<file path="src/verilog/isf_pkg.sv">
// Contract
// - set packet-check error (bit 12) on checksum mismatch answered by not-acknowledge.
// - clock holding off, byte arriving into unread buffer is dropped, overrun (bit 11) set.
// - clock holding off, no new byte to send: resend previous byte, set overrun.
// - set ack-failure (bit 10) on missing acknowledge; write zero or disable clears.
// - set arbitration-lost (bit 9) on lost arbitration; write zero or disable clears.
// - set bus-error (bit 8) on misplaced start or stop; write zero or disable clears.
// - tx-empty (bit 7) while buffer empty; buffer write, start, stop, disable clear.
// - rx-full (bit 6) while buffer unread; buffer read or write, disable clear.
// - slave stop after acknowledge sets stop-seen (bit 4); status read then control write clears.
// - master ten-bit header sent sets bit 3; status read then buffer write clears.
// - clock holding on, byte done (bit 2) on send underrun or receive into unread buffer.
// - status read then buffer access clears byte done; so do start/stop sending, disable.
// - master sets address-done (bit 1) after acknowledge of final address byte.
// - slave sets address-done only on a matching received address.
// - status one read then status two read, or disable, clears address-done.
// - start generated sets bit 0; status read then buffer write, or disable, clears.
// - error interrupt while enabled and any of the five error flags is set.
package isf_pkg;

	// ==========================================================
	// register map (byte addresses)
	localparam int ADDR_W = 12;
	localparam logic [11:0] OFS_CONTROL_ONE = 12'h000;
	localparam logic [11:0] OFS_BYTE_BUFFER = 12'h010;
	localparam logic [11:0] OFS_STATUS_ONE = 12'h014;
	localparam logic [11:0] OFS_STATUS_TWO = 12'h018;
	localparam logic [11:0] OFS_IRQ_STATUS = 12'h020;
	localparam logic [11:0] OFS_IRQ_MASK = 12'h024;

	// ==========================================================
	// field positions
	localparam int CTL_ON_BIT = 0;
	localparam int CTL_HOLD_OFF_BIT = 7;
	localparam int CTL_ERR_IRQ_BIT = 8;
	localparam int F_START = 0;
	localparam int F_ADDR = 1;
	localparam int F_BYTE = 2;
	localparam int F_HDR = 3;
	localparam int F_STOP = 4;
	localparam int F_RXF = 6;
	localparam int F_TXE = 7;
	localparam int F_BUS_ERROR_FLAG = 8;
	localparam int F_ARBITRATION_LOST_FLAG = 9;
	localparam int F_AF = 10;
	localparam int F_OVR = 11;
	localparam int F_PEC = 12;
	localparam int S2_MASTER = 0;
	localparam int S2_BUSY = 1;
	localparam int S2_TRANSMIT = 2;
	localparam logic [15:0] ERR_MASK = 16'h1f00;
	localparam logic [15:0] FLAG_MASK = 16'h1fdf;
	localparam logic [15:0] W0_MASK = 16'h1f02;

	// ==========================================================
	// reset values
	localparam logic [15:0] STATUS_RESET = 16'h0000;
	localparam logic [15:0] CONTROL_RESET = 16'h0000;
	localparam logic [7:0] BUFFER_RESET = 8'h00;
	localparam logic [15:0] MASK_RESET = 16'h0000;

	// ==========================================================
	// bus answers
	localparam logic [1:0] RESP_OKAY = 2'b00;
	localparam logic [1:0] RESP_SLVERR = 2'b10;

	typedef enum logic [2:0] {
		SEL_NONE = 3'b000,
		SEL_CTL = 3'b001,
		SEL_BUF = 3'b011,
		SEL_ST1 = 3'b010,
		SEL_ST2 = 3'b110,
		SEL_IST = 3'b111,
		SEL_IMK = 3'b101
	} isf_sel_t;

	// events from the transfer engine, one-cycle pulses except rx_data and the last four, which are levels
	typedef struct packed {
		logic start_gen;
		logic addr_acked;
		logic addr_match;
		logic header_sent;
		logic tx_taken;
		logic tx_need;
		logic byte_rcvd;
		logic [7:0] rx_data;
		logic ack_missing;
		logic arb_lost;
		logic pec_nack;
		logic master;
		logic transmitter;
		logic ack_seen;
		logic in_byte;
	} isf_ev_t;

	// controls back to the transfer engine
	typedef struct packed {
		logic [7:0] tx_data;
		logic tx_resend;
		logic hold_clock;
		logic interface_on;
	} isf_eng_t;

endpackage : isf_pkg

</file>
<file path="src/verilog/isf_status_flags.sv">
`timescale 1ns/10ps
module isf_status_flags
(
	// clock and reset
	input wire logic aclk,
	input wire logic aresetn,
	// axi4-lite write address
	input wire logic awvalid,
	output logic awready,
	input wire logic [11:0] awaddr,
	input wire logic [2:0] awprot,
	// axi4-lite write data
	input wire logic wvalid,
	output logic wready,
	input wire logic [31:0] wdata,
	input wire logic [3:0] wstrb,
	// axi4-lite write response
	output logic bvalid,
	input wire logic bready,
	output logic [1:0] bresp,
	// axi4-lite read address
	input wire logic arvalid,
	output logic arready,
	input wire logic [11:0] araddr,
	input wire logic [2:0] arprot,
	// axi4-lite read data
	output logic rvalid,
	input wire logic rready,
	output logic [31:0] rdata,
	output logic [1:0] rresp,
	// serial lines, sampled only
	input wire logic scl_in,
	input wire logic sda_in,
	// transfer engine
	input wire isf_pkg::isf_ev_t ev,
	output isf_pkg::isf_eng_t eng,
	// interrupts
	output logic irq,
	output logic err_irq
);

	// ==========================================================
	// address decode
	function automatic isf_pkg::isf_sel_t addr_sel(input logic [11:0] a);
		isf_pkg::isf_sel_t s;
		s = isf_pkg::SEL_NONE;
		if (a == isf_pkg::OFS_CONTROL_ONE)
			s = isf_pkg::SEL_CTL;
		else if (a == isf_pkg::OFS_BYTE_BUFFER)
			s = isf_pkg::SEL_BUF;
		else if (a == isf_pkg::OFS_STATUS_ONE)
			s = isf_pkg::SEL_ST1;
		else if (a == isf_pkg::OFS_STATUS_TWO)
			s = isf_pkg::SEL_ST2;
		else if (a == isf_pkg::OFS_IRQ_STATUS)
			s = isf_pkg::SEL_IST;
		else if (a == isf_pkg::OFS_IRQ_MASK)
			s = isf_pkg::SEL_IMK;
		return s;
	endfunction : addr_sel

	logic aw_have_reg;
	logic [11:0] aw_addr_reg;
	logic w_have_reg;
	logic [31:0] w_data_reg;
	logic [3:0] w_strb_reg;
	logic bvalid_reg;
	logic [1:0] bresp_reg;
	logic rvalid_reg;
	logic [31:0] rdata_reg;
	logic [1:0] rresp_reg;
	logic wr_fire;
	logic rd_fire;
	isf_pkg::isf_sel_t wr_sel;
	isf_pkg::isf_sel_t rd_sel;

	logic [15:0] control_reg;
	logic [7:0] buffer_reg;
	logic [15:0] flags_reg;
	logic [15:0] flags_next;
	logic [15:0] flag_set;
	logic [15:0] flag_clr;
	logic [15:0] irq_stat_reg;
	logic [15:0] irq_mask_reg;
	logic sr1_armed_reg;
	logic resend_reg;
	logic busy_reg;

	logic [1:0] scl_sync_reg;
	logic [1:0] sda_sync_reg;
	logic scl_old_reg;
	logic sda_old_reg;
	logic start_det;
	logic stop_det;

	logic on;
	logic hold_off;

	// ==========================================================
	// bus handshakes: address and data taken in either order
	assign awready = ~aw_have_reg & ~bvalid_reg;
	assign wready = ~w_have_reg & ~bvalid_reg;
	assign arready = ~rvalid_reg;
	assign bvalid = bvalid_reg;
	assign bresp = bresp_reg;
	assign rvalid = rvalid_reg;
	assign rdata = rdata_reg;
	assign rresp = rresp_reg;
	assign wr_fire = aw_have_reg & w_have_reg & ~bvalid_reg;
	assign rd_fire = arvalid & ~rvalid_reg;
	assign wr_sel = addr_sel(aw_addr_reg);
	assign rd_sel = addr_sel(araddr);

	assign on = control_reg[isf_pkg::CTL_ON_BIT];
	assign hold_off = control_reg[isf_pkg::CTL_HOLD_OFF_BIT];

	// write address and data holding
	always_ff @(posedge aclk)
	begin
		if (!aresetn)
		begin
			aw_have_reg <= 1'b0;
			aw_addr_reg <= 12'h000;
			w_have_reg <= 1'b0;
			w_data_reg <= 32'h0000_0000;
			w_strb_reg <= 4'h0;
		end
		else
		begin
			if (awvalid && awready)
			begin
				aw_have_reg <= 1'b1;
				aw_addr_reg <= awaddr;
			end
			else if (wr_fire)
				aw_have_reg <= 1'b0;
			if (wvalid && wready)
			begin
				w_have_reg <= 1'b1;
				w_data_reg <= wdata;
				w_strb_reg <= wstrb;
			end
			else if (wr_fire)
				w_have_reg <= 1'b0;
		end
	end

	// write response, one cycle after both halves are held
	always_ff @(posedge aclk)
	begin
		if (!aresetn)
		begin
			bvalid_reg <= 1'b0;
			bresp_reg <= isf_pkg::RESP_OKAY;
		end
		else if (wr_fire)
		begin
			bvalid_reg <= 1'b1;
			bresp_reg <= (wr_sel == isf_pkg::SEL_NONE) ? isf_pkg::RESP_SLVERR : isf_pkg::RESP_OKAY;
		end
		else if (bready)
			bvalid_reg <= 1'b0;
	end

	// read data, captured when the address is taken
	always_ff @(posedge aclk)
	begin
		if (!aresetn)
		begin
			rvalid_reg <= 1'b0;
			rdata_reg <= 32'h0000_0000;
			rresp_reg <= isf_pkg::RESP_OKAY;
		end
		else if (rd_fire)
		begin
			rvalid_reg <= 1'b1;
			rresp_reg <= isf_pkg::RESP_OKAY;
			rdata_reg <= 32'h0000_0000;
			if (rd_sel == isf_pkg::SEL_CTL)
				rdata_reg <= {16'h0000, control_reg};
			else if (rd_sel == isf_pkg::SEL_BUF)
				rdata_reg <= {24'h00_0000, buffer_reg};
			else if (rd_sel == isf_pkg::SEL_ST1)
				rdata_reg <= {16'h0000, flags_reg & isf_pkg::FLAG_MASK};
			else if (rd_sel == isf_pkg::SEL_ST2)
				rdata_reg <= {29'h0000_0000, ev.transmitter, busy_reg, ev.master};
			else if (rd_sel == isf_pkg::SEL_IST)
				rdata_reg <= {16'h0000, irq_stat_reg};
			else if (rd_sel == isf_pkg::SEL_IMK)
				rdata_reg <= {16'h0000, irq_mask_reg};
			else
				rresp_reg <= isf_pkg::RESP_SLVERR;
		end
		else if (rready)
			rvalid_reg <= 1'b0;
	end

	// ==========================================================
	// serial line sampling and start/stop detection
	// the link clock is only seen as levels, so both lines go through two stages
	always_ff @(posedge aclk)
	begin
		if (!aresetn)
		begin
			scl_sync_reg <= 2'b11;
			sda_sync_reg <= 2'b11;
			scl_old_reg <= 1'b1;
			sda_old_reg <= 1'b1;
		end
		else
		begin
			scl_sync_reg <= {scl_sync_reg[0], scl_in};
			sda_sync_reg <= {sda_sync_reg[0], sda_in};
			scl_old_reg <= scl_sync_reg[1];
			sda_old_reg <= sda_sync_reg[1];
		end
	end

	// data edges while the clock line stays high are conditions
	assign start_det = scl_old_reg & scl_sync_reg[1] & sda_old_reg & ~sda_sync_reg[1];
	assign stop_det = scl_old_reg & scl_sync_reg[1] & ~sda_old_reg & sda_sync_reg[1];

	// bus busy between a start and a stop, kept even while disabled
	always_ff @(posedge aclk)
	begin
		if (!aresetn)
			busy_reg <= 1'b0;
		else if (start_det)
			busy_reg <= 1'b1;
		else if (stop_det)
			busy_reg <= 1'b0;
	end

	// ==========================================================
	// control, mask and byte buffer
	always_ff @(posedge aclk)
	begin
		if (!aresetn)
		begin
			control_reg <= isf_pkg::CONTROL_RESET;
			irq_mask_reg <= isf_pkg::MASK_RESET;
		end
		else if (wr_fire)
		begin
			if (wr_sel == isf_pkg::SEL_CTL)
			begin
				if (w_strb_reg[0])
					control_reg[7:0] <= w_data_reg[7:0];
				if (w_strb_reg[1])
					control_reg[15:8] <= w_data_reg[15:8];
			end
			else if (wr_sel == isf_pkg::SEL_IMK)
			begin
				if (w_strb_reg[0])
					irq_mask_reg[7:0] <= w_data_reg[7:0];
				if (w_strb_reg[1])
					irq_mask_reg[15:8] <= w_data_reg[15:8];
			end
		end
	end

	// software write loads the next byte to send; a received byte lands only if room
	always_ff @(posedge aclk)
	begin
		if (!aresetn)
			buffer_reg <= isf_pkg::BUFFER_RESET;
		else if (wr_fire && wr_sel == isf_pkg::SEL_BUF && w_strb_reg[0])
			buffer_reg <= w_data_reg[7:0];
		else if (on && ev.byte_rcvd && !flags_reg[isf_pkg::F_RXF])
			buffer_reg <= ev.rx_data;
	end

	// ==========================================================
	// two-step clear tracking: armed by a status one read
	always_ff @(posedge aclk)
	begin
		if (!aresetn)
			sr1_armed_reg <= 1'b0;
		else if (!on)
			sr1_armed_reg <= 1'b0;
		else if (rd_fire && rd_sel == isf_pkg::SEL_ST1)
			sr1_armed_reg <= 1'b1;
		else if (rd_fire || wr_fire)
			sr1_armed_reg <= 1'b0;
	end

	// ==========================================================
	// flag set conditions
	always_comb
	begin
		flag_set = 16'h0000;
		flag_set[isf_pkg::F_START] = ev.start_gen;
		flag_set[isf_pkg::F_ADDR] = (ev.master & ev.addr_acked)
			| (~ev.master & ev.addr_match);
		flag_set[isf_pkg::F_HDR] = ev.master & ev.header_sent;
		flag_set[isf_pkg::F_STOP] = ~ev.master & ev.ack_seen & stop_det;
		flag_set[isf_pkg::F_TXE] = ev.tx_taken;
		flag_set[isf_pkg::F_RXF] = ev.byte_rcvd & ~flags_reg[isf_pkg::F_RXF];
		// held clock: the engine waits on this flag instead of losing a byte
		flag_set[isf_pkg::F_BYTE] = ~hold_off
			& ((ev.tx_need & flags_reg[isf_pkg::F_TXE])
			| (ev.byte_rcvd & flags_reg[isf_pkg::F_RXF]));
		flag_set[isf_pkg::F_BUS_ERROR_FLAG] = ev.in_byte & (start_det | stop_det);
		flag_set[isf_pkg::F_ARBITRATION_LOST_FLAG] = ev.arb_lost;
		flag_set[isf_pkg::F_AF] = ev.ack_missing;
		flag_set[isf_pkg::F_OVR] = hold_off
			& ((ev.tx_need & flags_reg[isf_pkg::F_TXE])
			| (ev.byte_rcvd & flags_reg[isf_pkg::F_RXF]));
		flag_set[isf_pkg::F_PEC] = ev.pec_nack;
	end

	// ==========================================================
	// flag clear conditions
	always_comb
	begin
		flag_clr = 16'h0000;
		// write zero clears, write one leaves the flag as it is
		if (wr_fire && wr_sel == isf_pkg::SEL_ST1)
		begin
			if (w_strb_reg[0])
				flag_clr[7:0] = ~w_data_reg[7:0] & isf_pkg::W0_MASK[7:0];
			if (w_strb_reg[1])
				flag_clr[15:8] = ~w_data_reg[15:8] & isf_pkg::W0_MASK[15:8];
		end
		if (wr_fire && wr_sel == isf_pkg::SEL_BUF)
		begin
			flag_clr[isf_pkg::F_TXE] = 1'b1;
			flag_clr[isf_pkg::F_RXF] = 1'b1;
			flag_clr[isf_pkg::F_START] = sr1_armed_reg;
			flag_clr[isf_pkg::F_HDR] = sr1_armed_reg;
			flag_clr[isf_pkg::F_BYTE] = sr1_armed_reg;
		end
		if (rd_fire && rd_sel == isf_pkg::SEL_BUF)
		begin
			flag_clr[isf_pkg::F_RXF] = 1'b1;
			flag_clr[isf_pkg::F_BYTE] = sr1_armed_reg;
		end
		if (rd_fire && rd_sel == isf_pkg::SEL_ST2)
			flag_clr[isf_pkg::F_ADDR] = sr1_armed_reg;
		if (wr_fire && wr_sel == isf_pkg::SEL_CTL)
			flag_clr[isf_pkg::F_STOP] = sr1_armed_reg;
		if (start_det || stop_det)
		begin
			flag_clr[isf_pkg::F_TXE] = 1'b1;
			if (ev.transmitter)
				flag_clr[isf_pkg::F_BYTE] = 1'b1;
		end
	end

	// new events win over any clear in the same cycle; disabling wipes everything
	always_comb
	begin
		flags_next = ((flags_reg & ~flag_clr) | flag_set) & isf_pkg::FLAG_MASK;
		if (!on)
			flags_next = isf_pkg::STATUS_RESET;
	end

	always_ff @(posedge aclk)
	begin
		if (!aresetn)
			flags_reg <= isf_pkg::STATUS_RESET;
		else
			flags_reg <= flags_next;
	end

	// ==========================================================
	// sticky event status, cleared by its own read
	always_ff @(posedge aclk)
	begin
		if (!aresetn)
			irq_stat_reg <= isf_pkg::STATUS_RESET;
		else if (rd_fire && rd_sel == isf_pkg::SEL_IST)
			irq_stat_reg <= flags_next & ~flags_reg; // set wins over the read clear
		else
			irq_stat_reg <= irq_stat_reg | (flags_next & ~flags_reg);
	end

	assign irq = |(irq_stat_reg & irq_mask_reg);

	// error line follows the error flags as levels
	assign err_irq = control_reg[isf_pkg::CTL_ERR_IRQ_BIT]
		& |(flags_reg & isf_pkg::ERR_MASK);

	// ==========================================================
	// engine controls
	// underrun with clock holding off: the old buffer byte simply goes out again
	always_ff @(posedge aclk)
	begin
		if (!aresetn)
			resend_reg <= 1'b0;
		else
			resend_reg <= on & hold_off & ev.tx_need & flags_reg[isf_pkg::F_TXE];
	end

	always_comb
	begin
		eng.tx_data = buffer_reg;
		eng.tx_resend = resend_reg;
		eng.hold_clock = flags_reg[isf_pkg::F_BYTE] & ~hold_off;
		eng.interface_on = on;
	end

endmodule : isf_status_flags

</file>
<file path="config.mk">
export PLATFORM = sky130hd
export DESIGN_NAME = isf_status_flags
export DESIGN_NICKNAME = d
export VERILOG_FILES = /design/src/verilog/isf_pkg.sv /design/src/verilog/isf_status_flags.sv
export SDC_FILE = /design/constraint.sdc
export NUM_CORES = 1
export LEC_CHECK = 0
export BUFFER_PORTS_ARGS = -buffer_cell sky130_fd_sc_hd__buf_4
export CORE_AREA = 2 2 143 110
export CTS_CLUSTER_SIZE = 14
export DETAILED_ROUTE_END_ITERATION = 10
export DIE_AREA = 0 0 145 112
export GPL_TIMING_DRIVEN = 1
export PLACE_DENSITY = 0.65
export SLEW_MARGIN = 20
export SYNTH_ARGS = -nofsm -noshare
export SYNTH_HDL_FRONTEND = slang
export SYNTH_SLANG_ARGS = --single-unit
</file>
<file path="constraint.sdc">
create_clock -name aclk -period 1.9 [get_ports aclk]
set_input_delay 0.095 -clock aclk [delete_from_list [all_inputs] [get_ports aclk]]
set_output_delay 0.095 -clock aclk [all_outputs]
set_load 0.03 [all_outputs]
</file>
==> results.toml, run 1 <==
[run_status]
status = "completed"

[cts]
clock_latency_ns = 0.41
cts_tree = "done"
cts-root-buf = "clkbuf_16"
cts.sinks = 125
cts_buffer_depth = 2
numCtsBuffers = 17
ctsHtreeMaxLevel = 4
clk_pin_slew_ns = 0.06

[power]
p_per_area_mw_per_mm2 = 835
p_leak_nw = 3.25
peakVddDrop_mv = 0.578

[floorplanning]
die_y_um = 112
dieArea_mm2 = 0.0162
initial_core_util_pct = 39.0
dieWidth_um = 145
rows = 39
core_area_mm2 = 0.0149
io_pins = 151

[layout]
n_antenna_cell = 0
layout_common_cells = "132 x buf_4, 125 x dfxtp_1, 102 x nand2_1, 62 x mux2i_1, 42 x dlygate4sd3_1"
final_util_pct = 52.7
drive_above_1_share_pct = 21.9
layout_commonest_cell = "buf_4"
area_delta_synth_final_pct = 35.3
layout.cells.non_filler = 1014
postLayoutCellArea_mm2 = 0.00785
fillerInstances = 1333
layout.nets = 894

[critical_path]
worst_setup_path_start_kind = "register"
endpoint_kind = "register"
worstSetupPathType = "reg2reg"
path_buf_inv = 0
cp_cell_sequence = "and3b_1 > and4_2 > nand4b_1 > o21ai_0 > a21oi_1"
cp_max_fo = 5
cp_top_family = "simple AND/OR/NAND/NOR gates"
critPathMaxStageDelay_ns = 0.41
critPathArrivalTime_ns = 2.05
worstPathRequired_ns = 2.18
path_depth = 5
cp_slowest_cell = "dfxtp_1"
worstRegToRegCells = 5

[grt]
grt_start_max_net_pins = 52
grt_antenna_before_repair = 0
grt_pass1_vias = 5140
grt-ovfl-total = 0
grtUsageTotal_pct = 20.8
grt_pass1_wl_um = 26900

[timing]
setup_viol = 0
rsz0062_at_grt = "false"
finalSetupTns_ns = 0
fin_skew_ns = 0.0102
fin_crit_sh_pct = 92.8
slew_violations = 0
worst_pin_slew_ns = 0.648
slew_headroom_pct = 56.7
min_period_ns = 1.76
hold_viol = 0
fmaxAchievable_mhz = 567

[min_path]
holdCritPathClass = "in2reg"
hold_depth = 3

[place]
place_area_mm2 = 0.00685
io_buffers = 108
dp.cells = 941
dpl.hpwl_um = 12400
gp_congestion = 0.858

[yosys]
syn_inst = 641
ys_seq_area_share_pct = 43.1
synth-seq-cells = 125
synth_area_mm2 = 0.00580
synth_warnings = 0
avgSynthCellArea_um2 = 9.05
ys.flop_type = "dfxtp_1"
synth-edff-count = 0
yosysUniqueCellTypes = 57
synthArstFlopShare_pct = 0

[detailed_routing]
via_per_inst = 5.27
drt_iter0_markers = 402
drcViolationCount = 0
ant_nets = 0
drt_first_pass_iters = 5
wl_per_cell_um = 16.6
vias = 5339
drt-total-wl_um = 16800

[run]
maxCapViolations = 0
==> cell families (layout without fill, tap and decap cells) <==
logic type | Yosys count | after routing | synth area share (%)
other | 1 | 18 | 0.0647
flip-flops | 125 | 125 | 43.1
AO/OA/AOI/OAI | 143 | 143 | 17.3
buffers and inverters | 66 | 217 | 6.19
AND/OR/NAND/NOR | 242 | 242 | 22.3
multiplexers | 62 | 62 | 10.7
XOR/XNOR | 2 | 2 | 0.302
==> layout make-up <==
| class | instances | area, um2 | area share (%) |
|---|---|---|---|
| Inverter | 9 | 33.8 | 0.431 |
| Sequential cell | 125 | 2500 | 31.9 |
| Tap cell | 205 | 256 | 3.27 |
| Timing Repair Buffer | 177 | 1470 | 18.8 |
| Clock buffer | 24 | 482 | 6.14 |
| Multi-Input combinational cell | 467 | 3010 | 38.4 |
| Clock inverter | 7 | 87.6 | 1.12 |
==> repair_timing <==
action | CTS | global route
hold endpoints to repair | 45 | 0
endpoints found under the setup margin | 0 | 14
setup buffers | 0 | 0
resized for setup | 0 | 2
hold buffers | 42 | 0
==> per-layer routing <==
metal / part of all wire, % / up-vias / GRT usage, %
li1: - / 2563 / -
met4: 0.72 / 0 / 5.74
met3: 8.4 / 13 / 5.70
met1: 47 / 2529 / 29.1
met5: 0 / - / 0
met2: 44 / 234 / 31.6
==> Yosys cell counts, types with 2 or more instances <==
| library cell | number | area [um2] |
|---|---|---|
| a32o_1 | 2 | 20.0 |
| a31oi_1 | 6 | 37.5 |
| nand2b_1 | 9 | 56.3 |
| inv_1 | 9 | 33.8 |
| clkbuf_1 | 24 | 90.1 |
| nand2_1 | 102 | 383 |
| o211ai_1 | 5 | 37.5 |
| buf_4 | 23 | 173 |
| o221ai_1 | 3 | 26.3 |
| or4_1 | 8 | 60.1 |
| dfxtp_1 | 125 | 2500 |
| nor3_1 | 8 | 40.0 |
| a221oi_1 | 8 | 70.1 |
| buf_2 | 8 | 40.0 |
| a21boi_0 | 34 | 255 |
| a22o_1 | 6 | 52.6 |
| o21ai_0 | 22 | 110 |
| xnor2_1 | 2 | 17.5 |
| a21oi_1 | 24 | 120 |
| nand2_2 | 2 | 12.5 |
| nor2b_1 | 36 | 225 |
| and4_1 | 3 | 26.3 |
| o22ai_1 | 7 | 43.8 |
| and2_1 | 6 | 37.5 |
| nand4_1 | 7 | 43.8 |
| nand4b_1 | 2 | 17.5 |
| nor3b_1 | 3 | 22.5 |
| nand3b_1 | 5 | 37.5 |
| nand3_1 | 14 | 70.1 |
| o32ai_1 | 3 | 26.3 |
| mux2i_1 | 62 | 621 |
| o31ai_1 | 8 | 60.1 |
| o211a_1 | 9 | 90.1 |
| and3b_1 | 4 | 35.0 |
| nor2_1 | 19 | 71.3 |
| buf_6 | 2 | 22.5 |
==> per-stage QoR <==
| stage | total power, W | worst slack, ns | hold WS, ns |
|---|---|---|---|
| 2_1_floorplan | 0.00318 | 0.117 | 0.196 |
| 3_3_place_gp | 0.00342 | 0.109 | 0.277 |
| 3_5_place_dp | 0.00343 | 0.0811 | 0.284 |
| 4_1_cts | 0.00659 | 0.0436 | 0.00353 |
| 5_1_grt | 0.00679 | 0.00929 | 0.0215 |
| 6_report | 0.00655 | 0.137 | 0.0234 |
==> path summary, 6_finish.rpt <==
kind / from / slack [ns] / endpoint
max: w_have_reg / 0.14 / flags_reg[8]
min: ev[4] / 0.02 / irq_stat_reg[12]
max reg2reg: w_have_reg / 0.14 / flags_reg[8]
min reg2reg: sda_sync_reg[0] / 0.40 / sda_sync_reg[1]
==> report_power, final <==
| group | switching [W] | leakage, nW | internal, W | total [W] |
|---|---|---|---|---|
| clock network | 0.00108 | 0.280 | 0.00202 | 0.00309 |
| registers | 0.0000679 | 1.02 | 0.00270 | 0.00277 |
| logic | 0.000376 | 1.95 | 0.000313 | 0.000689 |
| total | 0.00152 | 3.25 | 0.00503 | 0.00655 |
==> worst reg2reg max path, cell delays in order (launching register included) <==
cell and delay (ns):
dfxtp_1 0.41, and3b_1 0.23, and4_2 0.31, nand4b_1 0.31
o21ai_0 0.28, a21oi_1 0.10
No activity file was read; power rests on OpenSTA's default activity.
==> run 2, diff against run 1 <==
- CTS_CLUSTER_DIAMETER: unset -> 50
- PLACE_DENSITY: 0.65 -> unset
- PLACE_DENSITY_LB_ADDON: unset -> 0.12
==> run 2 against run 1 <==
Critical endpoint unchanged. Critical path depth did not move. Final cell count stayed put. Die area is the same. Register-to-register slack about the same. Largest cell class unchanged.
==> results.toml, run 2 (synthesis results as in run 1) <==
[layout]
layout.nets = 893
n_antenna_cell = 0
final_util_pct = 53.1
layout_common_cells = "130 x buf_4, 125 x dfxtp_1, 102 x nand2_1, 62 x mux2i_1, 43 x dlygate4sd3_1"
layout.cells.non_filler = 1014
layout_commonest_cell = "buf_4"
area_delta_synth_final_pct = 36.4
drive_above_1_share_pct = 21.8

[min_path]
hold_depth = 4
holdCritPathClass = "in2reg"
hp-start = "ev[2]"

[cts]
cts_tree = "done"
clk_pin_slew_ns = 0.06
clock_latency_ns = 0.42
cts_buffer_depth = 2
cts-root-buf = "clkbuf_16"
numCtsBuffers = 17
cts.sinks = 125
ctsHtreeMaxLevel = 4

[floorplanning]
rows = 39
core_area_mm2 = 0.0149
dieArea_mm2 = 0.0162
dieWidth_um = 145
io_pins = 151
die_y_um = 112
initial_core_util_pct = 39.0

[timing]
fin_skew_ns = 0.00652
min_period_ns = 1.76
fin_crit_sh_pct = 92.8
slew_headroom_pct = 50.2
worst_pin_slew_ns = 0.745
fmaxAchievable_mhz = 567
hold_viol = 0
slew_violations = 0
setup_viol = 0
rsz0062_at_grt = "false"
finalSetupTns_ns = 0

[grt]
grt-ovfl-total = 0
grtUsageTotal_pct = 20.8
grt_pass1_wl_um = 26500
grt_start_max_net_pins = 45
grt_pass1_vias = 4987
grt_antenna_before_repair = 0

[place]
io_buffers = 108
dpl.hpwl_um = 12500
gp_congestion = 0.859
dp.cells = 939

[critical_path]
critPathArrivalTime_ns = 2.03
critPathCapture = "flags_reg[8]"
worstRegToRegCells = 5
cp_max_fo = 5
endpoint_kind = "register"
timing.rr.end = "flags_reg[8]"
worstSetupPathType = "reg2reg"
worst_setup_path_start_kind = "register"
timing.rr.start = "aw_addr_reg[0]"
cp-startpoint = "aw_addr_reg[0]"
r2r_slack_ns = 0.14
worstPathRequired_ns = 2.17

[run_status]
status = "completed"

[detailed_routing]
wl_per_cell_um = 16.8
vias = 5263
drt_first_pass_iters = 5
via_per_inst = 5.19
drcViolationCount = 0
ant_nets = 0
drt_iter0_markers = 331
drt-total-wl_um = 17000

[power]
p_per_area_mw_per_mm2 = 884
p_leak_nw = 3.26
peakVddDrop_mv = 0.608
p_total_w = 0.00699

[run]
maxCapViolations = 0
## run 2: power by group
group	internal (W)	total (W)	switching, W
Sequential	0.00270	0.00277	0.0000708
Clock	0.00236	0.00354	0.00118
Combinational	0.000314	0.000688	0.000374
Total	0.00536	0.00699	0.00163
## run 2: worst min-delay path by stage
stage	to	slack, ns
floorplan	scl_sync_reg[0]	0.20
global placement	sda_sync_reg[0]	0.29
detailed placement	scl_sync_reg[0]	0.29
CTS	flags_reg[2]	0.02
global route	buffer_reg[6]	0.05
finish	flags_reg[2]	0.03
## run 2: metrics by stage
stage | instance area [um2] | setup slack, ns | hold WS [ns]
global route | 7910 | 0.0197 | 0.0461
CTS | 7900 | 0.0818 | 0.0159
detailed placement | 6830 | 0.0973 | 0.291
global placement | 6830 | 0.155 | 0.285
floorplan | 5870 | 0.117 | 0.196
finish | 7910 | 0.136 | 0.0318
## run 2: routing by layer
layer / GRT usage, % / vias to the layer above / part of all wire [%]
li1: - / 2564 / -
met4: 6.86 / 0 / 1.7
met1: 28.6 / 2507 / 48
met3: 5.33 / 25 / 6.1
met2: 32.1 / 167 / 44
met5: 0 / - / 0
## run 2: worst max-delay path, stage by stage, from the launching register on
cell      delay (ns)
dfxtp_1         0.31
nor4_2          0.31
and4_1          0.32
nand4b_1        0.30
o21ai_0         0.28
a21oi_1         0.09
## run 2: repair_timing
action                                 4_1_cts  5_1_grt
hold buffers                                43        0
setup endpoints to repair                    0       13
setup buffers                                0        0
gates resized for setup                      0        1
endpoints found under the hold margin       48        0
## run 2: cell type report
cell class | instances | area (um2)
timing repair buffer | 176 | 1470
clock buffer | 21 | 450
multi-input combinational | 467 | 3010
inverter | 9 | 33.8
tap | 205 | 256
fill | 1381 | 6970
sequential | 125 | 2500
clock inverter | 11 | 190
==> run 3, diff against run 2 <==
- PLACE_DENSITY_LB_ADDON: 0.12 -> 0.3
- SKIP_CTS_REPAIR_TIMING: unset -> 1
==> run 3 against run 2 <==
The run now ends with negative hold slack left. Final cell count decreased by 0.69%. Combinational power decreased by 1%. Via count decreased by 0.13%. First-iteration DRC count increased by 22%. Total power decreased by 5.2%. Sequential share of layout area increased by 0.39 points. Design area decreased by 1.2%. Highest routed layer unchanged. Clock power decreased by 9.9%. Setup slack improved by 0.030 ns. Routed wire length increased by 0.89%. Critical path depth decreased by 1.
==> results.toml, run 3 (synthesis results as in run 1) <==
[critical_path]
worst_setup_path_start_kind = "register"
path_buf_inv = 1
worstPathRequired_ns = 1.80
endpoint_kind = "output pin"
r2r_slack_ns = 0.18
critPathArrivalTime_ns = 1.64
critPathMaxStageDelay_ns = 0.34
worstSetupPathType = "reg2out"
cp_top_family = "compound AO/OA/AOI/OAI gates"
timing.rr.end = "flags_reg[9]"
cp_slowest_cell = "dfxtp_1"
cp_cell_sequence = "a22o_1 > a221oi_1 > nand3_1 > buf_4"
timing.rr.start = "aw_addr_reg[0]"
cp_max_fo = 3
worstRegToRegCells = 5

[run_status]
status = "finished, violations left"
violations = "negative hold slack"

[floorplanning]
rows = 39
die_y_um = 112
dieWidth_um = 145
io_pins = 151
core_area_mm2 = 0.0149
dieArea_mm2 = 0.0162
initial_core_util_pct = 39.0

[cts]
ctsHtreeMaxLevel = 4
clock_latency_ns = 0.42
numCtsBuffers = 17
cts_buffer_depth = 2
cts.sinks = 125
clk_pin_slew_ns = 0.05
cts-root-buf = "clkbuf_16"
cts_tree = "done"

[power]
pwr-share-clk_pct = 48.1
p_leak_nw = 3.23
p_int_w = 0.00506
p_total_w = 0.00663
swShare_pct = 23.6
p_sw_w = 0.00157
p_per_area_mw_per_mm2 = 849
peakVddDrop_mv = 0.574
p_seq_share_pct = 41.7
pwr-share-comb_pct = 10.3

[place]
gp_congestion = 0.881
dpl.hpwl_um = 12500
io_buffers = 108
preCtsSetupSlack_ns = 0.0785
dp.cells = 938

[timing]
whs_ns = -0.0317
finalSetupTns_ns = 0
slew_violations = 0
worst_pin_slew_ns = 0.621
fin_crit_sh_pct = 91.3
rsz0062_at_grt = "false"
setup_viol = 0
slew_headroom_pct = 58.5
fin_skew_ns = 0.00991
fmaxAchievable_mhz = 577
setup_slack_ns = 0.166
min_period_ns = 1.73
hold_viol = 3

[grt]
grt-ovfl-total = 0
grt_antenna_before_repair = 0
grt_pass1_vias = 4835
grt_pass1_wl_um = 26300
grtUsageTotal_pct = 20.9
grt_start_max_net_pins = 43

[detailed_routing]
wl_per_cell_um = 17.1
via_per_inst = 5.22
drt-total-wl_um = 17200
ant_nets = 0
drcViolationCount = 0
drt_iter0_markers = 403
vias = 5256
drt_first_pass_iters = 8

[layout]
layout_common_cells = "129 x buf_4, 125 x dfxtp_1, 102 x nand2_1, 62 x mux2i_1, 39 x dlygate4sd3_1"
layout.nets = 888
area_delta_synth_final_pct = 34.7
layout.cells.non_filler = 1007
layout_commonest_cell = "buf_4"
n_antenna_cell = 0
drive_above_1_share_pct = 21.9

[run]
maxCapViolations = 0

[min_path]
hold_depth = 3
holdCritPathClass = "in2reg"
hp-start = "awaddr[2]"
hold-path-endpoint = "aw_addr_reg[2]"
==> run 3: changes by cell type in the layout (fill, tap and decap cells not counted), sizes merged <==
cell         previous run  this run
clkbuf                 21        26
bufinv                  5         1
dlygate4sd3            43        39
clkinvlp                4         1
buf                   133       132
==> run 3: worst max path at each step <==
stage                         start                to  slack, ns  depth (start not counted)
global placement     aw_addr_reg[0]   irq_mask_reg[8]       0.14                          6
CTS                  aw_addr_reg[0]  irq_mask_reg[15]       0.07                          6
finish              irq_mask_reg[4]               irq       0.17                          4
floorplan                    bvalid    w_data_reg[10]       0.12                          6
global route         aw_addr_reg[0]  irq_mask_reg[10]       0.04                          6
detailed placement   aw_addr_reg[0]  irq_mask_reg[12]       0.08                          6
==> run 3: final cells by class <==
cell class | count | area, um2
clock buffer | 26 | 539
tap | 205 | 256
fill | 1373 | 7070
timing repair buffer | 171 | 1420
inverter | 9 | 33.8
clock inverter | 4 | 51.3
multi-input combinational | 467 | 3010
sequential | 125 | 2500
==> run 3: tightest hold or removal path, stage by stage <==
cell and delay, ns:
buf_4 0.11, nand2_1 0.06, a21boi_0 0.07
==> run 3: power groups by stage <==
stage | combinational, W | sequential (W) | clock [W]
2_1_floorplan | 0.000352 | 0.00283 | 0
3_3_place_gp | 0.000601 | 0.00281 | 0
3_5_place_dp | 0.000610 | 0.00282 | 0
4_1_cts | 0.000613 | 0.00276 | 0.00323
5_1_grt | 0.000739 | 0.00277 | 0.00335
6_report | 0.000681 | 0.00276 | 0.00319
==> run 3: routing by layer <==
metal	GRT usage, %	routed length, um	share of wire (%)	up-vias
met5	0	0	0	-
met4	7.06	267	1.6	0
met3	6.76	1510	8.8	26
met2	30.3	7360	43	214
met1	29.1	8050	47	2466
li1	-	-	-	2550
==> run 3: through the flow <==
stage          utilization [%]  area (um2)
5_1_grt                   52.5        7810
4_1_cts                   49.8        7420
3_5_place_dp              45.9        6830
2_1_floorplan                -        5870
3_3_place_gp              45.9        6830
6_report                  52.5        7810
